## config.mk

```make
export PLATFORM = sky130hd
export DESIGN_NAME = jtag_tap_controller
export DESIGN_NICKNAME = d
export VERILOG_FILES = /design/src/logic/jtag_tap_pkg.sv /design/src/logic/jtag_tap_controller.sv /design/src/logic/pin_sync.sv /design/src/logic/word_fifo.sv
export SDC_FILE = /design/constraint.sdc
export NUM_CORES = 1
export LEC_CHECK = 0
export BUFFER_PORTS_ARGS = -buffer_cell sky130_fd_sc_hd__buf_2
export CAP_MARGIN = 0
export CORE_MARGIN = 4
export CORE_UTILIZATION = 35
export DETAILED_ROUTE_END_ITERATION = 7
export PLACE_DENSITY_LB_ADDON = 0.12
export SLEW_MARGIN = 25
export SYNTH_ARGS = -nofsm -noshare
export SYNTH_HDL_FRONTEND = slang
export SYNTH_SLANG_ARGS = --single-unit
```

## constraint.sdc

```tcl
create_clock -name CLK_SYS_I -period 3.8 [get_ports CLK_SYS_I]
set_input_delay 0.19 -clock CLK_SYS_I [delete_from_list [all_inputs] [get_ports CLK_SYS_I]]
set_output_delay 0.19 -clock CLK_SYS_I [all_outputs]
set_load 0.03 [all_outputs]
```

## src/logic/jtag_tap_pkg.sv

```systemverilog
/*
 * Constants, state encoding and carrier types for the test access port.
 * Assumes one system clock domain; all pins are sampled by that clock.
 */
// Summary of operation
// - Test reset pin low forces and holds the state machine in Test-Logic-Reset.
// - Entering Test-Logic-Reset loads the identification instruction.
// - Mode select sampled on each test clock rise picks the next state.
// - Five rises with mode select high reach Test-Logic-Reset from anywhere.
// - Data input sampled on each rise shifts into the selected chain.
// - Data output changes on the falling test clock edge.
// - Data output is driven only while a chain shifts out.
// - A stopped test clock keeps state and all chain contents.
// - Power-on reset also forces Test-Logic-Reset.
// - Unimplemented instruction codes decode as the bypass instruction.
// - External and internal test instructions leave every data chain untouched.
// - The updated instruction selects the data chain.
// - The state decides instruction or data chain and capture, shift, update timing.
// - After reset the shared pins take the test-port function.
// - Pin function changes need an unlock key and a commit bit.
// - After reset pull-ups are on and pull-downs off on all five pins.
// - The instruction chain is four bits long.
// - Update states copy shifted contents into the parallel registers.
package jtag_tap_pkg;
    localparam int IR_W       = 4;
    localparam int DATA_W     = 32;
    localparam int BSR_W      = 8;
    localparam int FIFO_DEPTH = 16;
    localparam int PIN_N      = 5;
    localparam int LEN_W      = 6;

    localparam logic [IR_W-1:0] INS_EXTEST = 4'h0;
    localparam logic [IR_W-1:0] INS_INTEST = 4'h1;
    localparam logic [IR_W-1:0] INS_SAMPLE = 4'h2;
    localparam logic [IR_W-1:0] INS_IDCODE = 4'h4;
    localparam logic [IR_W-1:0] INS_USER   = 4'h8;
    localparam logic [IR_W-1:0] INS_BYPASS = 4'hF;
    localparam logic [IR_W-1:0] IR_CAPTURE = 4'h1;

    // Arbitrary identification value, least bit set as required
    localparam logic [DATA_W-1:0] IDCODE_VALUE = 32'h0000_1001;
    // Arbitrary unlock key
    localparam logic [DATA_W-1:0] UNLOCK_KEY   = 32'h5A5A_C3C3;

    localparam logic [LEN_W-1:0] LEN_BYPASS = 6'h01;
    localparam logic [LEN_W-1:0] LEN_IDCODE = 6'h20;
    localparam logic [LEN_W-1:0] LEN_SAMPLE = 6'h08;
    localparam logic [LEN_W-1:0] LEN_USER   = 6'h20;

    localparam logic [PIN_N-1:0] FUNC_SEL_RESET = 5'h1F;
    localparam logic [PIN_N-1:0] PULL_UP_RESET  = 5'h1F;
    localparam logic [PIN_N-1:0] PULL_DN_RESET  = 5'h00;
    localparam logic [PIN_N-1:0] COMMIT_RESET   = 5'h00;

    typedef enum logic [15:0] {
        TLR  = 16'h0001,
        RTI  = 16'h0002,
        SDRS = 16'h0004,
        CDR  = 16'h0008,
        SHDR = 16'h0010,
        E1DR = 16'h0020,
        PDR  = 16'h0040,
        E2DR = 16'h0080,
        UDR  = 16'h0100,
        SIRS = 16'h0200,
        CIR  = 16'h0400,
        SHIR = 16'h0800,
        E1IR = 16'h1000,
        PIR  = 16'h2000,
        E2IR = 16'h4000,
        UIR  = 16'h8000
    } tap_state_e;

    typedef struct packed {
        logic             trst_b;
        logic             tck;
        logic             tms;
        logic             tdi;
        logic [BSR_W-1:0] bsr;
    } pins_s;

    typedef struct packed {
        logic [PIN_N-1:0] func_sel;
        logic [PIN_N-1:0] pull_up;
        logic [PIN_N-1:0] pull_dn;
    } pad_cfg_s;
endpackage : jtag_tap_pkg

```

## src/logic/jtag_tap_controller.sv

```systemverilog
/*
 * Test access port: state machine, instruction chain, data chains,
 * pad function protection and a FIFO for words written by the tester.
 * Assumes the test clock is much slower than the system clock (at least
 * four system cycles per test clock phase) and that all pins are async.
 */
`timescale 1ns/1ps
`default_nettype none
module jtag_tap_controller (
    input  wire logic                          CLK_SYS_I,
    input  wire logic                          RST_B_I,
    input  wire logic                          CE_I,
    input  wire logic                          TRST_B_I,
    input  wire logic                          TCK_I,
    input  wire logic                          TMS_I,
    input  wire logic                          TDI_I,
    output logic                               TDO_O,
    output logic                               TDO_OE_O,
    input  wire logic [jtag_tap_pkg::BSR_W-1:0] BSR_PINS_I,
    output logic      [jtag_tap_pkg::BSR_W-1:0] BSR_UPD_O,
    output logic      [jtag_tap_pkg::IR_W-1:0]  INSTR_O,
    input  wire logic                          UNLOCK_WR_I,
    input  wire logic [jtag_tap_pkg::DATA_W-1:0] UNLOCK_KEY_I,
    input  wire logic                          COMMIT_WR_I,
    input  wire logic [jtag_tap_pkg::PIN_N-1:0] COMMIT_DATA_I,
    input  wire logic                          FUNC_SEL_WR_I,
    input  wire logic [jtag_tap_pkg::PIN_N-1:0] FUNC_SEL_DATA_I,
    input  wire logic                          PULL_WR_I,
    input  wire logic [jtag_tap_pkg::PIN_N-1:0] PULL_UP_DATA_I,
    input  wire logic [jtag_tap_pkg::PIN_N-1:0] PULL_DN_DATA_I,
    output logic      [jtag_tap_pkg::PIN_N-1:0] ALTERNATE_FUNCTION_SELECT_O,
    output logic      [jtag_tap_pkg::PIN_N-1:0] PULL_UP_EN_O,
    output logic      [jtag_tap_pkg::PIN_N-1:0] PULL_DN_EN_O,
    output logic                               UNLOCKED_O,
    output logic                               DATA_VALID_O,
    input  wire logic                          DATA_READY_I,
    output logic      [jtag_tap_pkg::DATA_W-1:0] DATA_O
);
    localparam int DW = jtag_tap_pkg::DATA_W;
    localparam int IW = jtag_tap_pkg::IR_W;
    localparam int BW = jtag_tap_pkg::BSR_W;

    jtag_tap_pkg::pins_s      pins;
    jtag_tap_pkg::pad_cfg_s   pad;
    jtag_tap_pkg::tap_state_e state;
    jtag_tap_pkg::tap_state_e next_state;

    logic                          tck_prev;
    logic                          tck_rise;
    logic                          tck_fall;
    logic                          tap_reset;
    logic [IW-1:0]                 ir_sr;
    logic [IW-1:0]                 ir_upd;
    logic [DW-1:0]                 dr_sr;
    logic [jtag_tap_pkg::LEN_W-1:0] dr_len;
    logic                          dr_active;
    logic                          fifo_push;
    logic [DW-1:0]                 fifo_word;
    logic                          fifo_ready;
    logic                          overflow;
    logic [jtag_tap_pkg::PIN_N-1:0] commit;

    // Unimplemented codes fall back to bypass
    function automatic logic [IW-1:0] decode_ir(input logic [IW-1:0] code);
        unique case (code)
            jtag_tap_pkg::INS_EXTEST,
            jtag_tap_pkg::INS_INTEST,
            jtag_tap_pkg::INS_SAMPLE,
            jtag_tap_pkg::INS_IDCODE,
            jtag_tap_pkg::INS_USER:   decode_ir = code;
            default:                  decode_ir = jtag_tap_pkg::INS_BYPASS;
        endcase
    endfunction : decode_ir

    // Chains that take part in capture, shift and update
    function automatic logic chain_used(input logic [IW-1:0] ins);
        chain_used = (ins != jtag_tap_pkg::INS_EXTEST) && (ins != jtag_tap_pkg::INS_INTEST);
    endfunction : chain_used

    function automatic jtag_tap_pkg::tap_state_e tap_next(
        input jtag_tap_pkg::tap_state_e cur,
        input logic                     tms
    );
        unique case (cur)
            jtag_tap_pkg::TLR:  tap_next = tms ? jtag_tap_pkg::TLR  : jtag_tap_pkg::RTI;
            jtag_tap_pkg::RTI:  tap_next = tms ? jtag_tap_pkg::SDRS : jtag_tap_pkg::RTI;
            jtag_tap_pkg::SDRS: tap_next = tms ? jtag_tap_pkg::SIRS : jtag_tap_pkg::CDR;
            jtag_tap_pkg::CDR:  tap_next = tms ? jtag_tap_pkg::E1DR : jtag_tap_pkg::SHDR;
            jtag_tap_pkg::SHDR: tap_next = tms ? jtag_tap_pkg::E1DR : jtag_tap_pkg::SHDR;
            jtag_tap_pkg::E1DR: tap_next = tms ? jtag_tap_pkg::UDR  : jtag_tap_pkg::PDR;
            jtag_tap_pkg::PDR:  tap_next = tms ? jtag_tap_pkg::E2DR : jtag_tap_pkg::PDR;
            jtag_tap_pkg::E2DR: tap_next = tms ? jtag_tap_pkg::UDR  : jtag_tap_pkg::SHDR;
            jtag_tap_pkg::UDR:  tap_next = tms ? jtag_tap_pkg::SDRS : jtag_tap_pkg::RTI;
            jtag_tap_pkg::SIRS: tap_next = tms ? jtag_tap_pkg::TLR  : jtag_tap_pkg::CIR;
            jtag_tap_pkg::CIR:  tap_next = tms ? jtag_tap_pkg::E1IR : jtag_tap_pkg::SHIR;
            jtag_tap_pkg::SHIR: tap_next = tms ? jtag_tap_pkg::E1IR : jtag_tap_pkg::SHIR;
            jtag_tap_pkg::E1IR: tap_next = tms ? jtag_tap_pkg::UIR  : jtag_tap_pkg::PIR;
            jtag_tap_pkg::PIR:  tap_next = tms ? jtag_tap_pkg::E2IR : jtag_tap_pkg::PIR;
            jtag_tap_pkg::E2IR: tap_next = tms ? jtag_tap_pkg::UIR  : jtag_tap_pkg::SHIR;
            jtag_tap_pkg::UIR:  tap_next = tms ? jtag_tap_pkg::SDRS : jtag_tap_pkg::RTI;
            default:            tap_next = jtag_tap_pkg::TLR;
        endcase
    endfunction : tap_next

    // Data pins are delayed with the clock pin, so they stay aligned
    pin_sync #(
        .W ($bits(jtag_tap_pkg::pins_s))
    ) u_pin_sync (
        .clk_i   (CLK_SYS_I),
        .rst_b_i (RST_B_I),
        .ce_i    (CE_I),
        .d_i     ({TRST_B_I, TCK_I, TMS_I, TDI_I, BSR_PINS_I}),
        .q_o     (pins)
    );

    always_ff @(posedge CLK_SYS_I) begin
        if (!RST_B_I) begin
            tck_prev <= 1'b0;
        end else if (CE_I) begin
            tck_prev <= pins.tck;
        end
    end

    // Apart from test reset, no edge means no change in the test port logic below
    assign tck_rise   = pins.tck && !tck_prev;
    assign tck_fall   = !pins.tck && tck_prev;
    assign tap_reset  = !pins.trst_b;
    assign next_state = tap_next(state, pins.tms);

    always_ff @(posedge CLK_SYS_I) begin
        if (!RST_B_I) begin
            state <= jtag_tap_pkg::TLR;
        end else if (CE_I) begin
            if (tap_reset) begin
                state <= jtag_tap_pkg::TLR;
            end else if (tck_rise) begin
                state <= next_state;
            end
        end
    end

    always_comb begin
        unique case (ir_upd)
            jtag_tap_pkg::INS_IDCODE: dr_len = jtag_tap_pkg::LEN_IDCODE;
            jtag_tap_pkg::INS_SAMPLE: dr_len = jtag_tap_pkg::LEN_SAMPLE;
            jtag_tap_pkg::INS_USER:   dr_len = jtag_tap_pkg::LEN_USER;
            default:                  dr_len = jtag_tap_pkg::LEN_BYPASS;
        endcase
    end

    assign dr_active = chain_used(ir_upd);

    // Instruction chain and its update register
    always_ff @(posedge CLK_SYS_I) begin
        if (!RST_B_I) begin
            ir_sr  <= jtag_tap_pkg::IR_CAPTURE;
            ir_upd <= jtag_tap_pkg::INS_IDCODE;
        end else if (CE_I) begin
            if (tap_reset || state == jtag_tap_pkg::TLR) begin
                ir_upd <= jtag_tap_pkg::INS_IDCODE;
            end else if (tck_rise && state == jtag_tap_pkg::CIR) begin
                ir_sr <= jtag_tap_pkg::IR_CAPTURE;
            end else if (tck_rise && state == jtag_tap_pkg::SHIR) begin
                ir_sr <= {pins.tdi, ir_sr[IW-1:1]};
            end else if (tck_fall && state == jtag_tap_pkg::UIR) begin
                ir_upd <= decode_ir(ir_sr);
            end
        end
    end

    // Shared data shift register; the selected length sets where TDI enters
    always_ff @(posedge CLK_SYS_I) begin
        if (!RST_B_I) begin
            dr_sr <= '0;
        end else if (CE_I && tck_rise && dr_active && !tap_reset) begin
            if (state == jtag_tap_pkg::CDR) begin
                unique case (ir_upd)
                    jtag_tap_pkg::INS_IDCODE: dr_sr <= jtag_tap_pkg::IDCODE_VALUE;
                    jtag_tap_pkg::INS_SAMPLE: dr_sr <= {{(DW-BW){1'b0}}, pins.bsr};
                    jtag_tap_pkg::INS_USER:   dr_sr <= {{(DW-2){1'b0}}, overflow, fifo_ready};
                    default:                  dr_sr <= '0;
                endcase
            end else if (state == jtag_tap_pkg::SHDR) begin
                for (int i = 0; i < DW; i++) begin
                    if (i == int'(dr_len) - 1) begin
                        dr_sr[i] <= pins.tdi;
                    end else if (i < int'(dr_len) - 1) begin
                        dr_sr[i] <= dr_sr[i+1];
                    end else begin
                        dr_sr[i] <= 1'b0;
                    end
                end
            end
        end
    end

    // Parallel update registers, loaded on the falling edge in Update-DR
    always_ff @(posedge CLK_SYS_I) begin
        if (!RST_B_I) begin
            BSR_UPD_O <= '0;
            fifo_push <= 1'b0;
            fifo_word <= '0;
        end else if (CE_I) begin
            fifo_push <= 1'b0;
            if (tck_fall && !tap_reset && state == jtag_tap_pkg::UDR && dr_active) begin
                if (ir_upd == jtag_tap_pkg::INS_SAMPLE) begin
                    BSR_UPD_O <= dr_sr[BW-1:0];
                end
                if (ir_upd == jtag_tap_pkg::INS_USER) begin
                    fifo_push <= fifo_ready;
                    fifo_word <= dr_sr;
                end
            end
        end
    end

    // Sticky loss flag; set wins, cleared by the next capture
    always_ff @(posedge CLK_SYS_I) begin
        if (!RST_B_I) begin
            overflow <= 1'b0;
        end else if (CE_I) begin
            if (tck_fall && state == jtag_tap_pkg::UDR && ir_upd == jtag_tap_pkg::INS_USER && !fifo_ready) begin
                overflow <= 1'b1;
            end else if (tck_rise && state == jtag_tap_pkg::CDR && ir_upd == jtag_tap_pkg::INS_USER) begin
                overflow <= 1'b0;
            end
        end
    end

    // Output stage: changes on falling test clock edges; test reset also drops the enable at once
    always_ff @(posedge CLK_SYS_I) begin
        if (!RST_B_I) begin
            TDO_O    <= 1'b0;
            TDO_OE_O <= 1'b0;
        end else if (CE_I) begin
            if (tap_reset) begin
                TDO_OE_O <= 1'b0;
            end else if (tck_fall) begin
                if (state == jtag_tap_pkg::SHIR) begin
                    TDO_O    <= ir_sr[0];
                    TDO_OE_O <= 1'b1;
                end else if (state == jtag_tap_pkg::SHDR && dr_active) begin
                    TDO_O    <= dr_sr[0];
                    TDO_OE_O <= 1'b1;
                end else begin
                    TDO_OE_O <= 1'b0;
                end
            end
        end
    end

    always_ff @(posedge CLK_SYS_I) begin
        if (!RST_B_I) begin
            INSTR_O <= jtag_tap_pkg::INS_IDCODE;
        end else if (CE_I) begin
            INSTR_O <= ir_upd;
        end
    end

    // Pin function protection: key unlocks, commit bits open single pins
    always_ff @(posedge CLK_SYS_I) begin
        if (!RST_B_I) begin
            UNLOCKED_O <= 1'b0;
            commit     <= jtag_tap_pkg::COMMIT_RESET;
        end else if (CE_I) begin
            if (UNLOCK_WR_I) begin
                UNLOCKED_O <= (UNLOCK_KEY_I == jtag_tap_pkg::UNLOCK_KEY);
            end
            if (COMMIT_WR_I && UNLOCKED_O) begin
                commit <= COMMIT_DATA_I;
            end
        end
    end

    always_ff @(posedge CLK_SYS_I) begin
        if (!RST_B_I) begin
            pad.func_sel <= jtag_tap_pkg::FUNC_SEL_RESET;
            pad.pull_up  <= jtag_tap_pkg::PULL_UP_RESET;
            pad.pull_dn  <= jtag_tap_pkg::PULL_DN_RESET;
        end else if (CE_I) begin
            if (FUNC_SEL_WR_I) begin
                // Uncommitted bits keep their value, so a stray write cannot lock out the tester
                pad.func_sel <= (FUNC_SEL_DATA_I & commit) | (pad.func_sel & ~commit);
            end
            if (PULL_WR_I) begin
                pad.pull_up <= PULL_UP_DATA_I;
                pad.pull_dn <= PULL_DN_DATA_I;
            end
        end
    end

    assign ALTERNATE_FUNCTION_SELECT_O = pad.func_sel;
    assign PULL_UP_EN_O                = pad.pull_up;
    assign PULL_DN_EN_O                = pad.pull_dn;

    word_fifo #(
        .WIDTH (DW),
        .DEPTH (jtag_tap_pkg::FIFO_DEPTH)
    ) u_word_fifo (
        .clk_i       (CLK_SYS_I),
        .rst_b_i     (RST_B_I),
        .ce_i        (CE_I),
        .in_valid_i  (fifo_push),
        .in_ready_o  (fifo_ready),
        .in_data_i   (fifo_word),
        .out_valid_o (DATA_VALID_O),
        .out_ready_i (DATA_READY_I),
        .out_data_o  (DATA_O)
    );
endmodule : jtag_tap_controller
`default_nettype wire

```

## src/logic/pin_sync.sv

```systemverilog
/*
 * Two-flop synchroniser for a vector of asynchronous pins.
 * Assumes each bit is independent; no multi-bit coherence is promised.
 */
`timescale 1ns/1ps
`default_nettype none
module pin_sync #(
    parameter int W = 1
) (
    input  wire logic         clk_i,
    input  wire logic         rst_b_i,
    input  wire logic         ce_i,
    input  wire logic [W-1:0] d_i,
    output logic      [W-1:0] q_o
);
    logic [W-1:0] meta;

    always_ff @(posedge clk_i) begin
        if (!rst_b_i) begin
            meta <= '0;
            q_o  <= '0;
        end else if (ce_i) begin
            meta <= d_i;
            q_o  <= meta;
        end
    end
endmodule : pin_sync
`default_nettype wire

```

## src/logic/word_fifo.sv

```systemverilog
/*
 * Synchronous FIFO with a registered read stage, valid/ready both sides.
 * Assumes one clock; holding storage is DEPTH words plus the output stage.
 */
`timescale 1ns/1ps
`default_nettype none
module word_fifo #(
    parameter int WIDTH = 32,
    parameter int DEPTH = 16
) (
    input  wire logic             clk_i,
    input  wire logic             rst_b_i,
    input  wire logic             ce_i,
    input  wire logic             in_valid_i,
    output logic                  in_ready_o,
    input  wire logic [WIDTH-1:0] in_data_i,
    output logic                  out_valid_o,
    input  wire logic             out_ready_i,
    output logic      [WIDTH-1:0] out_data_o
);
    localparam int AW = $clog2(DEPTH);

    logic [WIDTH-1:0] mem [DEPTH];
    logic [AW-1:0]    wr_ptr;
    logic [AW-1:0]    rd_ptr;
    logic [AW:0]      count;
    logic             push;
    logic             pop;

    assign in_ready_o = (count != (AW+1)'(DEPTH));
    assign push       = in_valid_i && in_ready_o;
    assign pop        = (count != '0) && (!out_valid_o || out_ready_i);

    always_ff @(posedge clk_i) begin
        if (ce_i && push) begin
            mem[wr_ptr] <= in_data_i;
        end
    end

    always_ff @(posedge clk_i) begin
        if (!rst_b_i) begin
            wr_ptr <= '0;
            rd_ptr <= '0;
            count  <= '0;
        end else if (ce_i) begin
            if (push) begin
                wr_ptr <= wr_ptr + 1'b1;
            end
            if (pop) begin
                rd_ptr <= rd_ptr + 1'b1;
            end
            count <= count + (AW+1)'(push) - (AW+1)'(pop);
        end
    end

    always_ff @(posedge clk_i) begin
        if (!rst_b_i) begin
            out_valid_o <= 1'b0;
            out_data_o  <= '0;
        end else if (ce_i) begin
            if (pop) begin
                out_valid_o <= 1'b1;
                out_data_o  <= mem[rd_ptr];
            end else if (out_ready_i) begin
                out_valid_o <= 1'b0;
            end
        end
    end
endmodule : word_fifo
`default_nettype wire

```

# After elaboration in Yosys (flattened, before gate mapping)
# Memories as Yosys holds them, arrays and structs flattened. A register that Yosys moved wholly into a read port is not among the register bits.
# Index checks and enable logic that the tools add are counted.
totals:
  ff_bits: 164
  ram_bits: 512
  inputBits: 72
  n_memories: 1
classes:
  addsub: 5
  order_cmp: 32
  eq_ne: 61
  muxes: 104
  bitwise_logic: 5
  n_reduce_logical: 61
mem_list:
  columns: ["name", "depth", "word_bits", "read_ports", "rd_ports_with_merged_regs", "wr", "line_no", "source"]
  rows:
  - ["u_word_fifo.mem", 16, 32, 1, 1, 1, "word_fifo.sv:23", "logic [WIDTH-1:0] mem [DEPTH];"]
op_table:
  columns: ["op", "n"]
  rows:
  - ["$pmux 16 s12", 1]
  - ["$eq 6x7->1 const A", 16]
  - ["$lt 6x7->1 const A", 16]
  - ["$mux 1", 78]
  - ["$mux 16", 4]
  - ["$mux 32", 2]
  - ["$eq 5x7->1 const A", 8]
  - ["$lt 5x7->1 const A", 8]
  - ["$pmux 13 s3", 1]
  - ["$eq 32x31->1 const B", 1]
  - ["$logic_not 32->1", 1]
  - ["$eq 4x7->1 const A", 4]
  - ["$lt 4x7->1 const A", 4]
  - ["$mux 4", 7]
  - ["$logic_and 1x1->1", 22]
  - ["$reduce_and 2->1", 11]
  - ["$mux 9", 2]
  - ["$eq 16x1->1 const B", 1]
  - ["$eq 16x10->1 const B", 1]
  - ["$eq 16x11->1 const B", 1]
  - ["$eq 16x12->1 const B", 1]
  - ["$eq 16x13->1 const B", 1]
  - ["$eq 16x14->1 const B", 1]
  - ["$eq 16x15->1 const B", 1]
  - ["49 further kinds", 75]

# Logic depth before layout (Yosys ltp)
depth:
  depth_word: 9
  mapped_depth: 13
  ltp_nobuf: 13

# Hierarchy
# Synthesis repeated with hierarchy kept, for this count alone.
unflattened:
  hier_cells: 1797
  area_unflattened_um2: 28090.7
modules_own_cells:
  columns: ["module", "n_inst", "cells_per_inst", "area_per_inst_um2"]
  rows:
  - ["word_fifo", 1, 995, 21292.9]
  - ["jtag_tap_controller", 1, 725, 5868.1]
  - ["pin_sync", 1, 77, 929.6]

# Worst setup path before layout
# OpenSTA, ideal clock, no wires.
synth_path:
  path_type: "register to register"
  start: "register u_word_fifo.count[2]"
  end: "memory u_word_fifo.mem[3][0], enable pin"
  setup_ns: 0.461
  arrival_time_ns: 3.516
  required_ns: 3.339
  slack_ns: -0.177
  stages_incl_launch_ff: 8
  cell_sequence: "dfxtp_1 inv_1 ha_1 nand4bb_1 and3_1 clkbuf_1 nand2_1 nor3_1"
synth_via:
  elab_chain_cells: 5
synth_rtl:
  columns: ["element", "line_no", "source"]
  rows:
  - ["start: declaration", "word_fifo.sv:26", "logic [AW:0] count;"]
  - ["start signal: assignment", "word_fifo.sv:52", "count <= count + (AW+1)'(push) - (AW+1)'(pop);"]
  - ["$ne 5x5->1", "word_fifo.sv:30", "assign in_ready_o = (count != (AW+1)'(DEPTH));"]
  - ["$logic_and 1x1->1", "word_fifo.sv:31", "assign push = in_valid_i && in_ready_o;"]
  - ["$logic_and 1x1->1", "word_fifo.sv:35", "if (ce_i && push) begin"]
  - ["$mux 1", "word_fifo.sv:35", null]
  - ["$mux 1 (implied by the code)", "word_fifo.sv:36", "mem[wr_ptr] <= in_data_i;"]
  - ["end: declaration", "word_fifo.sv:23", null]
# No other way between the ends.

# Final worst setup path
layout_path:
  start: "register u_word_fifo.count[3]"
  end: "register u_word_fifo.count[4]"
layout_lines:
  columns: ["element", "line_no", "source"]
  rows:
  - ["$reduce_bool 5->1", "word_fifo.sv:32", "assign pop = (count != '0) && (!out_valid_o || out_ready_i);"]
  - ["$logic_and 1x1->1", "word_fifo.sv:32", null]
  - ["net u_word_fifo.pop", "word_fifo.sv:28", "logic pop;"]
  - ["$sub 5x1->5", "word_fifo.sv:52", null]
# The timed path passes the listed nets, and every way through them passes these cells.
# A chain may end at the register's enable or synchronous reset.

==> results.json <==
{
  "run_status": "finished, final reports clean",
  "slew_headroom_pct": 39.9,
  "multiInputGateArea_mm2": 0.00790,
  "seq_area_mm2": 0.0193,
  "grt_use_met1_pct": 22.3,
  "end_kind": "flop",
  "skew_ns": 0.0255,
  "ys_seq_area_share_pct": 69.8,
  "rr_startpoint": "u_word_fifo.count[3]$_SDFFE_PN0P_",
  "dp_slack_ns": 0.876,
  "path_clk_slew_ns": 0.06,
  "dr.pass1.iters": 5,
  "gr-usage-met3_pct": 2.64,
  "core_mm2": 0.0778,
  "drv_slew": 0,
  "dp_hpwl_mm": 43.2,
  "numCtsBuffers": 78,
  "grt_max_degree": 69,
  "worstPathArrival_ns": 3.47,
  "ys_warn_count": 0,
  "start_util_pct": 35.5,
  "grt-busiest-layer": "met2",
  "fp-row-count": 102,
  "antenna_found_initial": 0,
  "rsz0062_at_grt": "false",
  "setup_tns_ns": 0,
  "first_iter_violations": 1064,
  "htree_levels": 3,
  "grt_pass1_wl_mm": 103,
  "synthArstFlopShare_pct": 0,
  "tightest_slew_ns": 0.899,
  "maxCapViolations": 0,
  "synth-seq-cells": 708,
  "ys_top_cells_by_area": "edfxtp_1, dfxtp_1, mux4_2",
  "power.density_mw_per_mm2": 533,
  "die-area_mm2": 0.0836,
  "gp_congestion": 0.785,
  "ir_drop_mv": 0.348,
  "final_area_mm2": 0.0328,
  "vias": 15900,
  "worstSetupPathType": "reg -> reg",
  "nFillCells": 7144,
  "endpoint": "u_word_fifo.count[4]$_SDFFE_PN0P_",
  "reg2reg_slack_ns": 0.86,
  "nets": 2035,
  "critPathMaxFanout": 3,
  "antenna_left": 0,
  "fmax_mhz": 340,
  "syn_inst": 1752,
  "synthTopCellsByCount": "edfxtp_1, dfxtp_1, mux4_2",
  "clk_path_buf_depth": 3,
  "synthSimpleGateAreaFrac_pct": 8.12,
  "synth.avg_cell_area_um2": 15.8,
  "ctsResizeCount": 0,
  "leakage_nw": 12.2,
  "setup_viol": 0,
  "synth_compound_area_share_pct": 6.15,
  "yosysTopAreaCell": "edfxtp_1",
  "synth.mux.area_fraction_pct": 12.3,
  "vias_per_cell": 5.22,
  "period_share_pct": 77.4,
  "drc_errors": 0,
  "totalWireLength_mm": 68.7,
  "diodes": 0,
  "cp-start-kind": "flop",
  "die_w_um": 289,
  "grt_overflow": 0,
  "grt_pass1_vias": 16300,
  "synth_top_family_by_area": "multiplexers",
  "synth_top_cell_area_share_pct": 55.6,
  "reg2reg_to": "u_word_fifo.count[4]$_SDFFE_PN0P_",
  "routedWlPerCell_um": 22.5,
  "reg2reg_depth": 13,
  "clock-sinks": 708,
  "power_mw": 17.5,
  "grt_usage_pct": 16.4,
  "ys.flop_type": "edfxtp_1",
  "drive_gt1_share_pct": 23.6,
  "syn-cell-area_mm2": 0.0276,
  "area_growth_pct": 18.7,
  "synth-adder-area-share_pct": 0.869,
  "cts_tree": "yes",
  "finalCriticalPeriod_ns": 2.94,
  "synth.most_common_cell": "edfxtp_1",
  "placed_area_mm2": 0.0298,
  "worstHoldPathType": "in -> reg",
  "crit_start": "u_word_fifo.count[3]$_SDFFE_PN0P_",
  "finalHoldViolCount": 0,
  "use_met2_pct": 27.9,
  "io_pins": 135,
  "fin_ws_ns": 0.858,
  "synth_edf_count": 512,
  "cts_root_buffer": "clkbuf_16",
  "yosys.area_share.xor_xnor_pct": 0.507,
  "die_height_um": 289,
  "ys_types": 74,
  "required_ns": 4.33,
  "portBuffers": 134,
  "clock_latency_ns": 0.63,
  "synth_nets": 1841
}
[critical path: stages, from the launching register on]
cell      delay [ns]
dfxtp_1         0.31
inv_1           0.10
ha_1            0.17
nor4b_1         0.33
a21oi_1         0.13
ha_1            0.31
inv_1           0.04
ha_1            0.22
fa_1            0.41
a21oi_1         0.17
o21bai_1        0.09
xnor2_1         0.14
or3_1           0.31
a21oi_1         0.14
[placed cells by master, fill, tap and decap left out, types with 35 or more instances in the layout]
cell type and n:
a21oi_1 35, buf_2 133, buf_4 38, clkbuf_16 79, dfxtp_1 194, dlygate4sd3_1 52, edfxtp_1 512, mux2i_1 52
mux4_2 128, nand2_1 90, nand3_1 94, nor2_1 113, o21ai_0 52
[flip-flops by register name, indices dropped and copies added, names as in the netlist, 4 cells and up, named ones only]
name	count
u_word_fifo.mem	512
dr_sr	32
ir_upd	4
u_word_fifo.count	5
state	16
fifo_word	32
ir_sr	4
INSTR_O	4
u_pin_sync.meta	12
u_word_fifo.out_data_o	32
PULL_DN_EN_O	5
commit	5
u_word_fifo.wr_ptr	4
u_pin_sync.q_o	12
u_word_fifo.rd_ptr	4
BSR_UPD_O	8
PULL_UP_EN_O	5
[per-layer routing]
| layer | share of wire [%] | up-vias |
|---|---|---|
| li1 | - | 7291 |
| met5 | 0 | - |
| met3 | 3.3 | 93 |
| met2 | 50 | 258 |
| met4 | 1.9 | 0 |
| met1 | 45 | 8279 |
[how the worst min path moves through the flow]
| stage | startpoint | end | depth (start not counted) | slack [ns] |
|---|---|---|---|---|
| 6_report | PULL_WR_I | PULL_DN_EN_O[4]$_SDFFE_PN0P_ | 4 | 0.09 |
| 4_1_cts | PULL_WR_I | PULL_DN_EN_O[0]$_SDFFE_PN0P_ | 4 | 0.04 |
| 2_1_floorplan | PULL_UP_DATA_I[0] | PULL_UP_EN_O[0]$_SDFFE_PN1P_ | 2 | 0.31 |
| 5_1_grt | PULL_WR_I | PULL_DN_EN_O[0]$_SDFFE_PN0P_ | 4 | 0.09 |
| 3_3_place_gp | FUNC_SEL_DATA_I[1] | flop | 3 | 0.40 |
| 3_5_place_dp | FUNC_SEL_DATA_I[1] | flop | 3 | 0.41 |
[repair_timing]
action                                 4_1_cts  5_1_grt
hold buffers                                52        0
setup buffers                                0        0
endpoints found under the hold margin       36        0
[final cells by class]
| class | instances | share of cell area, % |
|---|---|---|
| multi-input cells | 904 | 24.1 |
| well taps | 1040 | 3.96 |
| clock inverters | 33 | 0.972 |
| repair buffers | 235 | 5.21 |
| flip-flops and latches | 708 | 58.8 |
| inverters | 19 | 0.225 |
| clock buffers | 110 | 6.74 |
[through the flow]
step	util, %	hold slack [ns]	std cells
floorplan	-	0.314	1752
global placement	38.2	0.402	2854
detailed placement	38.2	0.408	2854
CTS	42.2	0.0355	3049
global route	42.2	0.0873	3049
finish	42.2	0.0899	3049
[kinds of logic after synthesis]
family	Yosys count
flops	708
compound gates	250
fa+ha+maj	19
mux	181
buf+inv	140
xor+xnor	16
simple gates	438
[power by group]
group	internal (mW)	switching (mW)
clock	4.36	3.05
sequential	8.23	0.131
combinational	0.781	0.961
(Power assumes the default switching activity.)
